`src/logic/rfm_pkg.sv`:
```
package rfm_pkg;

  // =========================================
  // widths and spaces
  localparam int unsigned NUM_SPACES   = 3;
  localparam int unsigned ADDR_W       = 26;   // 64 Mbyte per space
  localparam int unsigned DATA_W       = 32;
  localparam int unsigned WS_W         = 4;
  localparam int unsigned BURST_BEATS  = 4;    // cache line refill beats
  localparam int unsigned BEAT_W       = 2;

  // =========================================
  // bus width codes
  localparam logic [1:0] WIDTH_8  = 2'h0;
  localparam logic [1:0] WIDTH_16 = 2'h1;
  localparam logic [1:0] WIDTH_32 = 2'h2;

  // =========================================
  // access mode codes
  localparam logic [1:0] MODE_NORMAL = 2'h0;
  localparam logic [1:0] MODE_FAST   = 2'h1;

  // =========================================
  // timing: isa-like cycle, 100 ns clock
  localparam int unsigned CLK_PERIOD_NS   = 100;
  localparam int unsigned ISA_SETUP_NS    = 100;
  localparam int unsigned ISA_STROBE_NS   = 500;
  localparam int unsigned ISA_RECOVER_NS  = 100;
  localparam int unsigned ISA_SETUP_CYC   =
    (ISA_SETUP_NS + CLK_PERIOD_NS - 1) / CLK_PERIOD_NS;
  localparam int unsigned ISA_STROBE_CYC  =
    (ISA_STROBE_NS + CLK_PERIOD_NS - 1) / CLK_PERIOD_NS;
  localparam int unsigned ISA_RECOVER_CYC =
    (ISA_RECOVER_NS + CLK_PERIOD_NS - 1) / CLK_PERIOD_NS;
  localparam int unsigned CNT_W = 4;

  // =========================================
  // reset values
  localparam logic [WS_W-1:0] WS_RESET = 4'h0;

  // =========================================
  // carriers
  typedef struct packed {
    logic [1:0]      width;
    logic [1:0]      mode;
    logic            wprot;
    logic [WS_W-1:0] wait_st;
  } rfm_space_cfg_t;

  typedef struct packed {
    logic              valid;
    logic              write;
    logic              burst;
    logic [1:0]        space;
    logic [ADDR_W-1:0] addr;
    logic [DATA_W-1:0] wdata;
  } rfm_req_t;

  typedef struct packed {
    logic [NUM_SPACES-1:0] cs_n;
    logic [1:0]            card_cs_n;
    logic                  rd_n;
    logic                  wr_n;
    logic [ADDR_W-1:0]     addr;
  } rfm_pins_t;

endpackage

```
`src/logic/rfm_wait_cnt.sv`:
```
`timescale 1ns/1ps
// loadable down counter used for every phase length of the sequencer
module rfm_wait_cnt (
  input  wire logic                      core_clk_i,
  input  wire logic                      nrst_i,
  input  wire logic                      load_i,
  input  wire logic [rfm_pkg::CNT_W-1:0] value_i,
  output logic                           zero_o
);

  logic [rfm_pkg::CNT_W-1:0] cnt_r;

  assign zero_o = (cnt_r == '0);

  always_ff @(posedge core_clk_i or negedge nrst_i)
  begin
    if (!nrst_i)
      cnt_r <= '0;
    else if (load_i)
      cnt_r <= value_i;
    else if (!zero_o)
      cnt_r <= cnt_r - 1'b1;
  end

endmodule // rfm_wait_cnt

```
`src/logic/rfm_seq.sv`:
```
`timescale 1ns/1ps
module rfm_seq (
  input  wire logic                           core_clk_i,
  input  wire logic                           nrst_i,
  input  rfm_pkg::rfm_req_t                   req_i,
  input  rfm_pkg::rfm_space_cfg_t [2:0]       space_cfg_i,
  input  wire logic                           redirect_strap_i,
  input  wire logic                           redirect_sw_i,
  input  wire logic                           gfx_en_i,
  input  wire logic [rfm_pkg::DATA_W-1:0]     mem_rdata_i,
  output logic                                req_ready_o,
  output logic                                done_o,
  output logic                                beat_o,
  output logic                                wr_blocked_o,
  output logic                                gfx_avail_o,
  output logic [rfm_pkg::DATA_W-1:0]          rdata_o,
  output rfm_pkg::rfm_pins_t                  pins_o,
  output logic [rfm_pkg::DATA_W-1:0]          mem_wdata_o,
  output logic                                mem_wdata_oe_o
);

  // =========================================
  // state
  typedef enum logic [2:0] {
    RFM_IDLE,
    RFM_SETUP,
    RFM_STROBE,
    RFM_RECOVER
  } rfm_state_t;

  rfm_state_t                   state_r;
  rfm_state_t                   state_nxt;
  rfm_pkg::rfm_req_t            cur_r;
  logic                         burst_r;
  logic                         blocked_r;
  logic [rfm_pkg::BEAT_W-1:0]   beat_r;
  logic                         strap_r;
  logic                         strap_taken_r;
  logic                         req_ready_r;
  logic                         done_r;
  logic                         beat_pulse_r;
  logic                         gfx_avail_r;
  logic [rfm_pkg::DATA_W-1:0]   rdata_r;
  rfm_pkg::rfm_pins_t           pins_r;
  logic [rfm_pkg::DATA_W-1:0]   wdata_r;
  logic                         wdata_oe_r;

  // =========================================
  // decode
  rfm_pkg::rfm_space_cfg_t      cfg_cur;
  rfm_pkg::rfm_space_cfg_t      cfg_new;
  logic                         any_32bit;
  logic                         width_bad;
  logic                         new_burst_ok;
  logic                         new_blocked;
  logic                         is_fast;
  logic                         redirect;
  logic                         cnt_load;
  logic [rfm_pkg::CNT_W-1:0]    cnt_value;
  logic                         cnt_zero;
  logic                         last_beat;
  logic                         start;
  logic [rfm_pkg::CNT_W:0]      isa_strobe_sum;
  logic [rfm_pkg::CNT_W-1:0]    isa_strobe_cnt;

  // space index 3 is never decoded; it is treated as space 2
  wire [1:0] cur_sp = (cur_r.space > 2'h2) ? 2'h2 : cur_r.space;
  wire [1:0] new_sp = (req_i.space > 2'h2) ? 2'h2 : req_i.space;

  assign cfg_cur = space_cfg_i[cur_sp];
  assign cfg_new = space_cfg_i[new_sp];

  // a 32-bit space takes away the graphics path
  assign any_32bit = (space_cfg_i[0].width == rfm_pkg::WIDTH_32)
                   | (space_cfg_i[1].width == rfm_pkg::WIDTH_32)
                   | (space_cfg_i[2].width == rfm_pkg::WIDTH_32);
  // with graphics on, a 32-bit target is refused outright
  assign width_bad = gfx_en_i && (cfg_new.width == rfm_pkg::WIDTH_32);

  // page-mode burst only for wide fast spaces
  assign new_burst_ok = req_i.burst && !req_i.write
                      && (cfg_new.mode == rfm_pkg::MODE_FAST)
                      && (cfg_new.width != rfm_pkg::WIDTH_8);
  assign new_blocked  = req_i.write && cfg_new.wprot;
  assign start        = req_i.valid && req_ready_r && (state_r == RFM_IDLE);

  assign is_fast   = (cfg_cur.mode == rfm_pkg::MODE_FAST) || burst_r;
  assign last_beat = !burst_r || (beat_r == rfm_pkg::BEAT_W'(rfm_pkg::BURST_BEATS - 1));
  // strap caught after reset release, software may also ask
  assign redirect  = strap_r | redirect_sw_i;

  // normal strobe plus waits; a long wait clips at the counter top
  // rather than wrapping round to a one-cycle strobe
  assign isa_strobe_sum = {1'b0, rfm_pkg::CNT_W'(rfm_pkg::ISA_STROBE_CYC - 1)}
                        + {1'b0, cfg_cur.wait_st};
  assign isa_strobe_cnt = isa_strobe_sum[rfm_pkg::CNT_W] ? '1
                        : isa_strobe_sum[rfm_pkg::CNT_W-1:0];

  // =========================================
  // sequencer
  always_comb
  begin
    state_nxt = state_r;
    cnt_load  = 1'b0;
    cnt_value = '0;
    case (state_r)
      RFM_IDLE:
      begin
        if (start && !width_bad)
        begin
          state_nxt = RFM_SETUP;
          cnt_load  = 1'b1;
          // fast/burst load no setup count; normal loads ISA_SETUP_CYC - 1, which is also 0
          cnt_value = (cfg_new.mode == rfm_pkg::MODE_FAST || new_burst_ok)
                    ? '0 : rfm_pkg::CNT_W'(rfm_pkg::ISA_SETUP_CYC - 1);
        end
      end
      RFM_SETUP:
      begin
        if (cnt_zero)
        begin
          state_nxt = RFM_STROBE;
          cnt_load  = 1'b1;
          // isa strobe length plus programmed waits
          // fast and burst beats run at clock rate plus waits
          cnt_value = is_fast ? cfg_cur.wait_st
                    : isa_strobe_cnt;
        end
      end
      RFM_STROBE:
      begin
        if (cnt_zero)
        begin
          cnt_load = 1'b1;
          if (!last_beat)
          begin
            // next page beat keeps select low, waits again
            state_nxt = RFM_STROBE;
            cnt_value = cfg_cur.wait_st;
          end
          else if (is_fast)
            state_nxt = RFM_IDLE;
          else
          begin
            state_nxt = RFM_RECOVER;
            cnt_value = rfm_pkg::CNT_W'(rfm_pkg::ISA_RECOVER_CYC - 1);
          end
        end
      end
      RFM_RECOVER:
      begin
        if (cnt_zero)
          state_nxt = RFM_IDLE;
      end
      default:
        state_nxt = RFM_IDLE;
    endcase
  end

  rfm_wait_cnt u_wait (
    .core_clk_i (core_clk_i),
    .nrst_i     (nrst_i),
    .load_i     (cnt_load),
    .value_i    (cnt_value),
    .zero_o     (cnt_zero)
  );

  always_ff @(posedge core_clk_i or negedge nrst_i)
  begin
    if (!nrst_i)
    begin
      state_r       <= RFM_IDLE;
      strap_r       <= 1'b0;
      strap_taken_r <= 1'b0;
    end
    else
    begin
      state_r <= state_nxt;
      if (!strap_taken_r)
      begin
        strap_r       <= redirect_strap_i;
        strap_taken_r <= 1'b1;
      end
    end
  end

  always_ff @(posedge core_clk_i or negedge nrst_i)
  begin
    if (!nrst_i)
    begin
      cur_r     <= '0;
      burst_r   <= 1'b0;
      blocked_r <= 1'b0;
      beat_r    <= '0;
    end
    else if (start)
    begin
      cur_r     <= req_i;
      burst_r   <= new_burst_ok;
      blocked_r <= new_blocked;
      beat_r    <= '0;
    end
    else if (state_r == RFM_STROBE && cnt_zero && !last_beat)
    begin
      beat_r     <= beat_r + 1'b1;
      cur_r.addr <= cur_r.addr + rfm_pkg::ADDR_W'(cfg_cur.width == rfm_pkg::WIDTH_32 ? 4 : 2);
    end
  end

  // =========================================
  // pins: separate read and write strobes
  wire in_cycle  = (state_nxt == RFM_SETUP) || (state_nxt == RFM_STROBE);
  wire strobe_on = (state_nxt == RFM_STROBE);
  wire [1:0] tgt = start ? new_sp : cur_sp;
  wire tgt_wr    = start ? req_i.write : cur_r.write;
  wire tgt_blk   = start ? new_blocked : blocked_r;
  // byte lanes above the space width are left at zero
  wire [1:0] tgt_w = start ? cfg_new.width : cfg_cur.width;
  wire [rfm_pkg::DATA_W-1:0] wd_src = start ? req_i.wdata : cur_r.wdata;
  wire [rfm_pkg::DATA_W-1:0] lane_mask =
    (tgt_w == rfm_pkg::WIDTH_8)  ? 32'h0000_00ff :
    (tgt_w == rfm_pkg::WIDTH_16) ? 32'h0000_ffff : 32'hffff_ffff;

  always_ff @(posedge core_clk_i or negedge nrst_i)
  begin
    if (!nrst_i)
    begin
      pins_r     <= '{cs_n: 3'h7, card_cs_n: 2'h3, rd_n: 1'b1, wr_n: 1'b1, addr: '0};
      wdata_r    <= '0;
      wdata_oe_r <= 1'b0;
    end
    else
    begin
      // chip selects 1 and 2 move to the card socket when redirected
      pins_r.cs_n[0]      <= !(in_cycle && tgt == 2'h0);
      pins_r.cs_n[1]      <= !(in_cycle && tgt == 2'h1 && !redirect);
      pins_r.cs_n[2]      <= !(in_cycle && tgt == 2'h2 && !redirect);
      pins_r.card_cs_n[0] <= !(in_cycle && tgt == 2'h1 && redirect);
      pins_r.card_cs_n[1] <= !(in_cycle && tgt == 2'h2 && redirect);
      pins_r.rd_n         <= !(strobe_on && !tgt_wr);
      // a protected write never strobes
      pins_r.wr_n         <= !(strobe_on && tgt_wr && !tgt_blk);
      pins_r.addr         <= (state_nxt == RFM_STROBE && state_r == RFM_STROBE && cnt_zero)
                           ? cur_r.addr + rfm_pkg::ADDR_W'(tgt_w == rfm_pkg::WIDTH_32 ? 4 : 2)
                           : (start ? req_i.addr : cur_r.addr);
      wdata_r             <= wd_src & lane_mask;
      wdata_oe_r          <= in_cycle && tgt_wr && !tgt_blk;
    end
  end

  // =========================================
  // cpu side handshake; no shared dram state, so graphics runs alongside
  wire beat_end = (state_r == RFM_STROBE) && cnt_zero;

  always_ff @(posedge core_clk_i or negedge nrst_i)
  begin
    if (!nrst_i)
    begin
      req_ready_r  <= 1'b0;
      done_r       <= 1'b0;
      beat_pulse_r <= 1'b0;
      wr_blocked_o <= 1'b0;
      gfx_avail_r  <= 1'b0;
      rdata_r      <= '0;
    end
    else
    begin
      req_ready_r  <= (state_nxt == RFM_IDLE) && !start;
      done_r       <= (beat_end && last_beat) || (start && width_bad);
      beat_pulse_r <= beat_end && !cur_r.write;
      wr_blocked_o <= start && (new_blocked || width_bad);
      gfx_avail_r  <= !any_32bit;
      if (beat_end && !cur_r.write)
        rdata_r <= mem_rdata_i & lane_mask;
    end
  end

  assign req_ready_o    = req_ready_r;
  assign done_o         = done_r;
  assign beat_o         = beat_pulse_r;
  assign gfx_avail_o    = gfx_avail_r;
  assign rdata_o        = rdata_r;
  assign pins_o         = pins_r;
  assign mem_wdata_o    = wdata_r;
  assign mem_wdata_oe_o = wdata_oe_r;

endmodule // rfm_seq

```
`config.mk`:
```
export PLATFORM = sky130hd
export DESIGN_NAME = rfm_seq
export DESIGN_NICKNAME = d
export VERILOG_FILES = /design/src/logic/rfm_pkg.sv /design/src/logic/rfm_wait_cnt.sv /design/src/logic/rfm_seq.sv
export SDC_FILE = /design/constraint.sdc
export NUM_CORES = 1
export LEC_CHECK = 0
export BUFFER_PORTS_ARGS = -buffer_cell sky130_fd_sc_hd__buf_2
export CAP_MARGIN = 20
export CORE_MARGIN = 2
export CORE_UTILIZATION = 52
export CTS_CLUSTER_SIZE = 25
export DETAILED_ROUTE_END_ITERATION = 10
export GPL_TIMING_DRIVEN = 0
export PLACE_DENSITY = 0.8
export SKIP_CTS_REPAIR_TIMING = 1
export SYNTH_ARGS = -nofsm -noshare
export SYNTH_HDL_FRONTEND = slang
export SYNTH_HIERARCHICAL = 1
export SYNTH_SLANG_ARGS = --single-unit
export TNS_END_PERCENT = 100
```
`constraint.sdc`:
```
create_clock -name core_clk_i -period 3.8 [get_ports core_clk_i]
set_input_delay 0.95 -clock core_clk_i [delete_from_list [all_inputs] [get_ports core_clk_i]]
set_output_delay 0.95 -clock core_clk_i [all_outputs]
set_load 0.01 [all_outputs]
```
**Word level (Yosys, flattened, before mapping)**

Index checks and enable logic that the tools add are counted.

- Register bits: 177
- Input bits: 127
- Logic and storage cells: 154
- Output and inout bits: 103

- Mux-type cells: 39
- Bitwise gates (word level): 5
- Equal/unequal tests: 18
- Order comparisons: 4
- $add $sub $neg: 5
- Reduce and logical (&&, ||, !) cells: 59

Operators with widths:

| cell | count |
|---|---|
| 26-bit two-way mux | 4 |
| 32-bit two-way mux | 3 |
| 32-bit AND | 2 |
| 26-bit by 3-bit adder with 26-bit output | 2 |
| 9-bit binary-select mux with 2-bit select | 2 |
| 1-bit logical AND | 29 |
| 4-bit two-way mux | 7 |
| 3-bit two-way mux | 6 |
| 9-bit two-way mux | 2 |
| 1-bit zero test | 17 |
| 2-bit == test, second input constant | 8 |
| 2-bit two-way mux | 8 |
| 3-bit case mux with 4 select lines | 1 |
| 3-bit by 2-bit == test with 1-bit output, second input constant | 3 |
| 2-bit by 1-bit == test with 1-bit output, second input constant | 4 |
| 4-bit case mux with 2 select lines | 1 |
| 3-bit by 1-bit == test with 1-bit output, second input constant | 2 |
| 3-bit zero test | 2 |
| 2-bit by 3-bit less-than comparator with 1-bit output, second input constant | 2 |
| 3-bit by 4-bit adder with 5-bit output, first input constant | 1 |
| 1-bit logical OR | 5 |
| 2-bit greater-than comparator, second input constant | 2 |
| 2-bit zero test | 2 |
| 4-bit zero test | 1 |
| 8 further kinds | 14 |

**Logic depth before layout (Yosys ltp)**

- Word-level depth: 15
- Depth in mapped cells: 13
- Gate-level depth less buffers: 11

**Hierarchy**

Netlist, hierarchy kept.

By module, submodules not included:

| module | cells an instance | seq. area each (µm²) | instances | area each (µm²) |
|---|---|---|---|---|
| rfm_seq | 809 | 4137.7 | 1 | 7559.8 |
| rfm_wait_cnt | 22 | 100.1 | 1 | 234.0 |

**Worst setup path after synthesis**

Ideal clock, no wire load.

- Path kind: input port to flip-flop
- From: in req_i[59] in the netlist's numbering
- To: reg pins_r (netlist bit pins_o[13])
- Slack: 243 ps
- Setup time: 120 ps
- Path buffers: 2
- Required time: 3680 ps
- Data arrival time: 3436 ps
- Cell stages on the path: 10
- Cell sequence: clkbuf_1 > inv_1 > a21oi_1 > a21oi_1 > buf_2 > a211oi_1 > fa_1 > nand3_1 > or4_1 > a31o_2

- Word-level cells in the longest chain between the ends: 14
- Elaborated cells on any way between the ends: 18
- Those cells by class: 1 x add/sub; 1 x order compare; 3 x eq/ne; 8 x mux; 5 x reduce/logical

Ends and longest elaborated chain:

| what | line | RTL |
|---|---|---|
| start: declaration | rfm_seq.sv:5 | `input rfm_pkg::rfm_req_t req_i,` |
| 2-bit greater-than comparator | rfm_seq.sv:68 | `wire [1:0] new_sp = (req_i.space > 2'h2) ? 2'h2 : req_i.space;` |
| 2-bit two-way mux (*) | rfm_seq.sv:68 |  |
| 9-bit binary-select mux with 2-bit select (*) | rfm_seq.sv:71 | `assign cfg_new = space_cfg_i[new_sp];` |
| 9-bit two-way mux (implied by the code) (*) | rfm_seq.sv:71 |  |
| parallel branches: the longest is 9 deep, another holds 26-bit by 3-bit adder with 26-bit output | -- |  |
| 26-bit two-way mux (*) | rfm_seq.sv:244 | `? cur_r.addr + rfm_pkg::ADDR_W'(tgt_w == rfm_pkg::WIDTH_32 ? 4 : 2)` |
| end signal: assignment | rfm_seq.sv:228 | `pins_r <= '{cs_n: 3'h7, card_cs_n: 2'h3, rd_n: 1'b1, wr_n: 1'b1, addr: '0};` |
| end: declaration | rfm_seq.sv:44 | `rfm_pkg::rfm_pins_t pins_r;` |

Mark *: on every way between the ends. The select of a mux whose other input is x is not followed.
A chain may end at the register's enable or synchronous reset.

**Worst setup path after layout**

- From: reg state_r[1]
- To: reg pins_r (netlist bit pins_o[11])

- Word-level cells in the longest chain between the ends: 9
- Elaborated cells on any way between the ends: 20
- Those cells by class: 1 x add/sub; 5 x eq/ne; 9 x mux; 5 x reduce/logical

Ends and longest elaborated chain:

| what | line | RTL |
|---|---|---|
| start: declaration | rfm_seq.sv:31 | `rfm_state_t state_r;` |
| start signal: assignment | rfm_seq.sv:178 | `state_r <= state_nxt;` |
| parallel branches: the longest is 8 deep, another holds 26-bit by 3-bit adder with 26-bit output | -- |  |
| 26-bit two-way mux (*) | rfm_seq.sv:244 |  |

Mark *: on every way between the ends.

==> results.cfg <==
[timing]
fmax_mhz = 276.8
slew_viol_final = 0
rsz0062_at_grt = no
relSlewSlack_pct = 50.02
final-hold-violation-count = 0
fin_skew_ps = 8.131
fin_crit_ps = 3613
worst_hold_slack_ps = 438.5
post-route-period-util_pct = 95.08
setup_viol = 0
tightest_slew_ps = 742.8
setup_tns_ps = 0

[global_route]
grtUsageTotal_pct = 26.23
grt_pass1_vias = 6643
grt-ovfl-total = 0
antenna_found_initial = 2
grt_pass1_wl_mm = 33.06
grt_max_degree = 111

[power_and_ir_drop]
p_sw_w = 0.002863
internal_power_w = 0.004598
power_frac_comb_pct = 38.7
p_per_area_nw_per_um2 = 757.1
leakage_nw = 4.759
peakVddDrop_mv = 0.3671
p_seq_share_pct = 38.6
power.total_w = 0.007461
pwr-share-clk_pct = 22.7
swShare_pct = 38.37

[die]
io_pins = 230
dieArea_sq_um = 15980
row_count = 44
die_h_microns = 126.4
die_x_microns = 126.4
coreArea_sq_um = 14590
initial_core_util_pct = 53.42

[synth]
ys_top_cells_by_area = dfrtp_1 (52%), nand2_1 (11%), a21oi_1 (3.9%), o21ai_0 (3.0%), dfstp_2 (2.4%)
ys_seq_area_share_pct = 54.37
synth_top_family_by_area = simple AND/OR/NAND/NOR gates
synthArstFlopShare_pct = 100.0
synth-main-ff-cell = dfrtp_1
ys_ff_latch = 169
synthesis.nets = 966
synthXorXnorAreaFrac_pct = 2.472
yosysTopAreaCell = dfrtp_1
synth.cell_area_sq_um = 7794
synth_adder_area_share_pct = 1.477
syn_avg_cell_area_sq_um = 9.379
yosysTopAreaCellShare_pct = 52.01
synth_cells = 831
yosys.area_share.simple_pct = 22.12
synthMuxAreaShare_pct = 2.537
synth_compound_area_share_pct = 12.65
ys_types = 63
synth_edf_count = 0
synth_warnings = 6

[clock_tree]
cts_tree = built
path_clk_slew_ps = 70
h-tree-depth = 4
cts_made_buffers = 17
cts_sinks = 169
cts_max_path_buffers = 2
insertion_delay_ps = 430
root_buffer = clkbuf_16

[final_layout]
final_area_sq_um = 9854
drive_above_1_share_pct = 29.50
areaGrowthSynthToFinish_pct = 26.44
fin_cells = 1281
layout.nets = 1217
mostFrequentLayoutCells = buf_2 (242), nand2_1 (224), dfrtp_1 (162)
final_common_cell = buf_2

[worst_setup_path]
slowest_stage = fa_1
crit_family = simple AND/OR/NAND/NOR gates
cp.required_ps = 4100
path_common_cell = clkbuf_4
crit_path_cell_trace = nor2_2 > and4b_1 > clkbuf_4 > clkbuf_4 > nor2_1 > a211o_1 > ha_1 > fa_1 > nand3_2 > nor3_4 > buf_4 > and4_1 > nor3_1
path_buf_inv = 3
critical_path_class = register to register
r2r_setup_slack_ps = 190
cpPeakStageDelay_ps = 510
crit_path_end_kind = register
arrival_ps = 3920
worstPathMaxFanout = 10
crit_path_start_kind = register

[routing]
drt_first_pass_iters = 5
wl_per_cell_microns = 16.59
antenna_left = 0
dr_total_vias = 7117
drc = 0
drt_iter0_drc = 557
routed_wl_mm = 21.26
viasPerCell = 5.556

[placed_design]
numPortBuffers = 227
gp_congestion = 0.9203
hpwl_mm = 15.30
dp.cells = 1243
dpl_cell_area_sq_um = 9198

[worst_hold_path]
hold_path.class = input port to asynchronous set/reset pin

[flow_run]
cap_violations = 0

[outcome]
status = finished clean
[cell usage after synthesis, types with 3 or more instances]
| cell type | instances |
|---|---|
| buf_4 | 9 |
| clkbuf_1 | 19 |
| nand2_1 | 224 |
| nor2b_1 | 6 |
| nand2b_1 | 3 |
| a21o_1 | 3 |
| nand3_1 | 22 |
| and4_1 | 7 |
| buf_1 | 7 |
| o21ai_0 | 46 |
| a21oi_1 | 60 |
| nor2_1 | 48 |
| ha_1 | 6 |
| inv_1 | 15 |
| nor3_1 | 21 |
| a31oi_1 | 4 |
| xor2_1 | 8 |
| nor4_1 | 5 |
| a311oi_1 | 11 |
| xnor2_1 | 14 |
| dfrtp_1 | 162 |
| dfstp_2 | 7 |
| nand4_1 | 12 |
| mux2_2 | 6 |
| mux2i_1 | 13 |
| nor3b_1 | 3 |
| a211oi_1 | 15 |
| and3_1 | 6 |
| or3_1 | 4 |
| buf_2 | 18 |
| a31o_2 | 4 |
[power by group through the flow]
stage	Sequential (W)	Clock, W	Combinational (W)
after global routing	0.00294	0.00180	0.00319
final	0.00288	0.00170	0.00289
after floorplan	0.00302	0	0.00168
after global placement	0.00287	0	0.00277
after detailed placement	0.00290	0	0.00283
after CTS	0.00287	0.00172	0.00285
[final timing paths]
| path | from | endpoint | depth (start not counted) |
|---|---|---|---|
| max in group asynchronous | nrst_i | cur_r[39]$_DFFE_PN0P_ | 2 |
| min reg2reg | rdata_o[3]$_DFFE_PN0P_ | rdata_o[3]$_DFFE_PN0P_ | 2 |
| min | nrst_i | cur_r[32]$_DFFE_PN0P_ | 1 |
| min in group core_clk_i | rdata_o[3]$_DFFE_PN0P_ | rdata_o[3]$_DFFE_PN0P_ | 2 |
| max | state_r[1]$_DFF_PN0_ | pins_o[11]$_DFF_PN0_ | 13 |
| max reg2reg | state_r[1]$_DFF_PN0_ | pins_o[11]$_DFF_PN0_ | 13 |
[cell families after synthesis]
group,after synthesis
flip-flops,169
XOR/XNOR,22
buffers and inverters,71
adder cells (fa/ha/maj),8
other,2
multiplexers,19
AND/OR/NAND/NOR,379
AO/OA/AOI/OAI,161
[area by class of cell]
cell class	instances	area, sq um
repair buffers	232	1204
diodes	2	5.005
plain buffers	56	281.5
inverters	15	56.30
clock inverters	13	133.9
flip-flops and latches	169	4238
well taps	184	230.2
clock buffers	19	442.9
multi-input cells	591	3263
fillers	1189	4735
[metrics by stage]
| stage | utilization [%] | worst slack, ps |
|---|---|---|
| floorplan | - | 243.4 |
| global placement | 62.79 | -869.4 |
| detailed placement | 63.04 | -737.0 |
| CTS | 67.00 | -307.0 |
| global route | 67.55 | 23.49 |
| finish | 67.55 | 187.0 |
[flip-flops by register name, summed over array words and instances, names as in the netlist, 2 cells and up]
register / count
rdata_o: 32
u_wait/cnt_r: 4
pins_o: 33
mem_wdata_o: 32
cur_r: 53
state_r: 3
beat_r: 2
[per-layer routing]
| metal | up-vias | track usage, % | wire (microns) |
|---|---|---|---|
| met4 | 0 | 10.34 | 579 |
| li1 | 3360 | - | - |
| met2 | 309 | 41.81 | 10050 |
| met1 | 3402 | 35.06 | 9009 |
| met5 | - | 0 | 0 |
| met3 | 46 | 6.073 | 1615 |
Note: power is estimated with default switching activity, not from simulation.
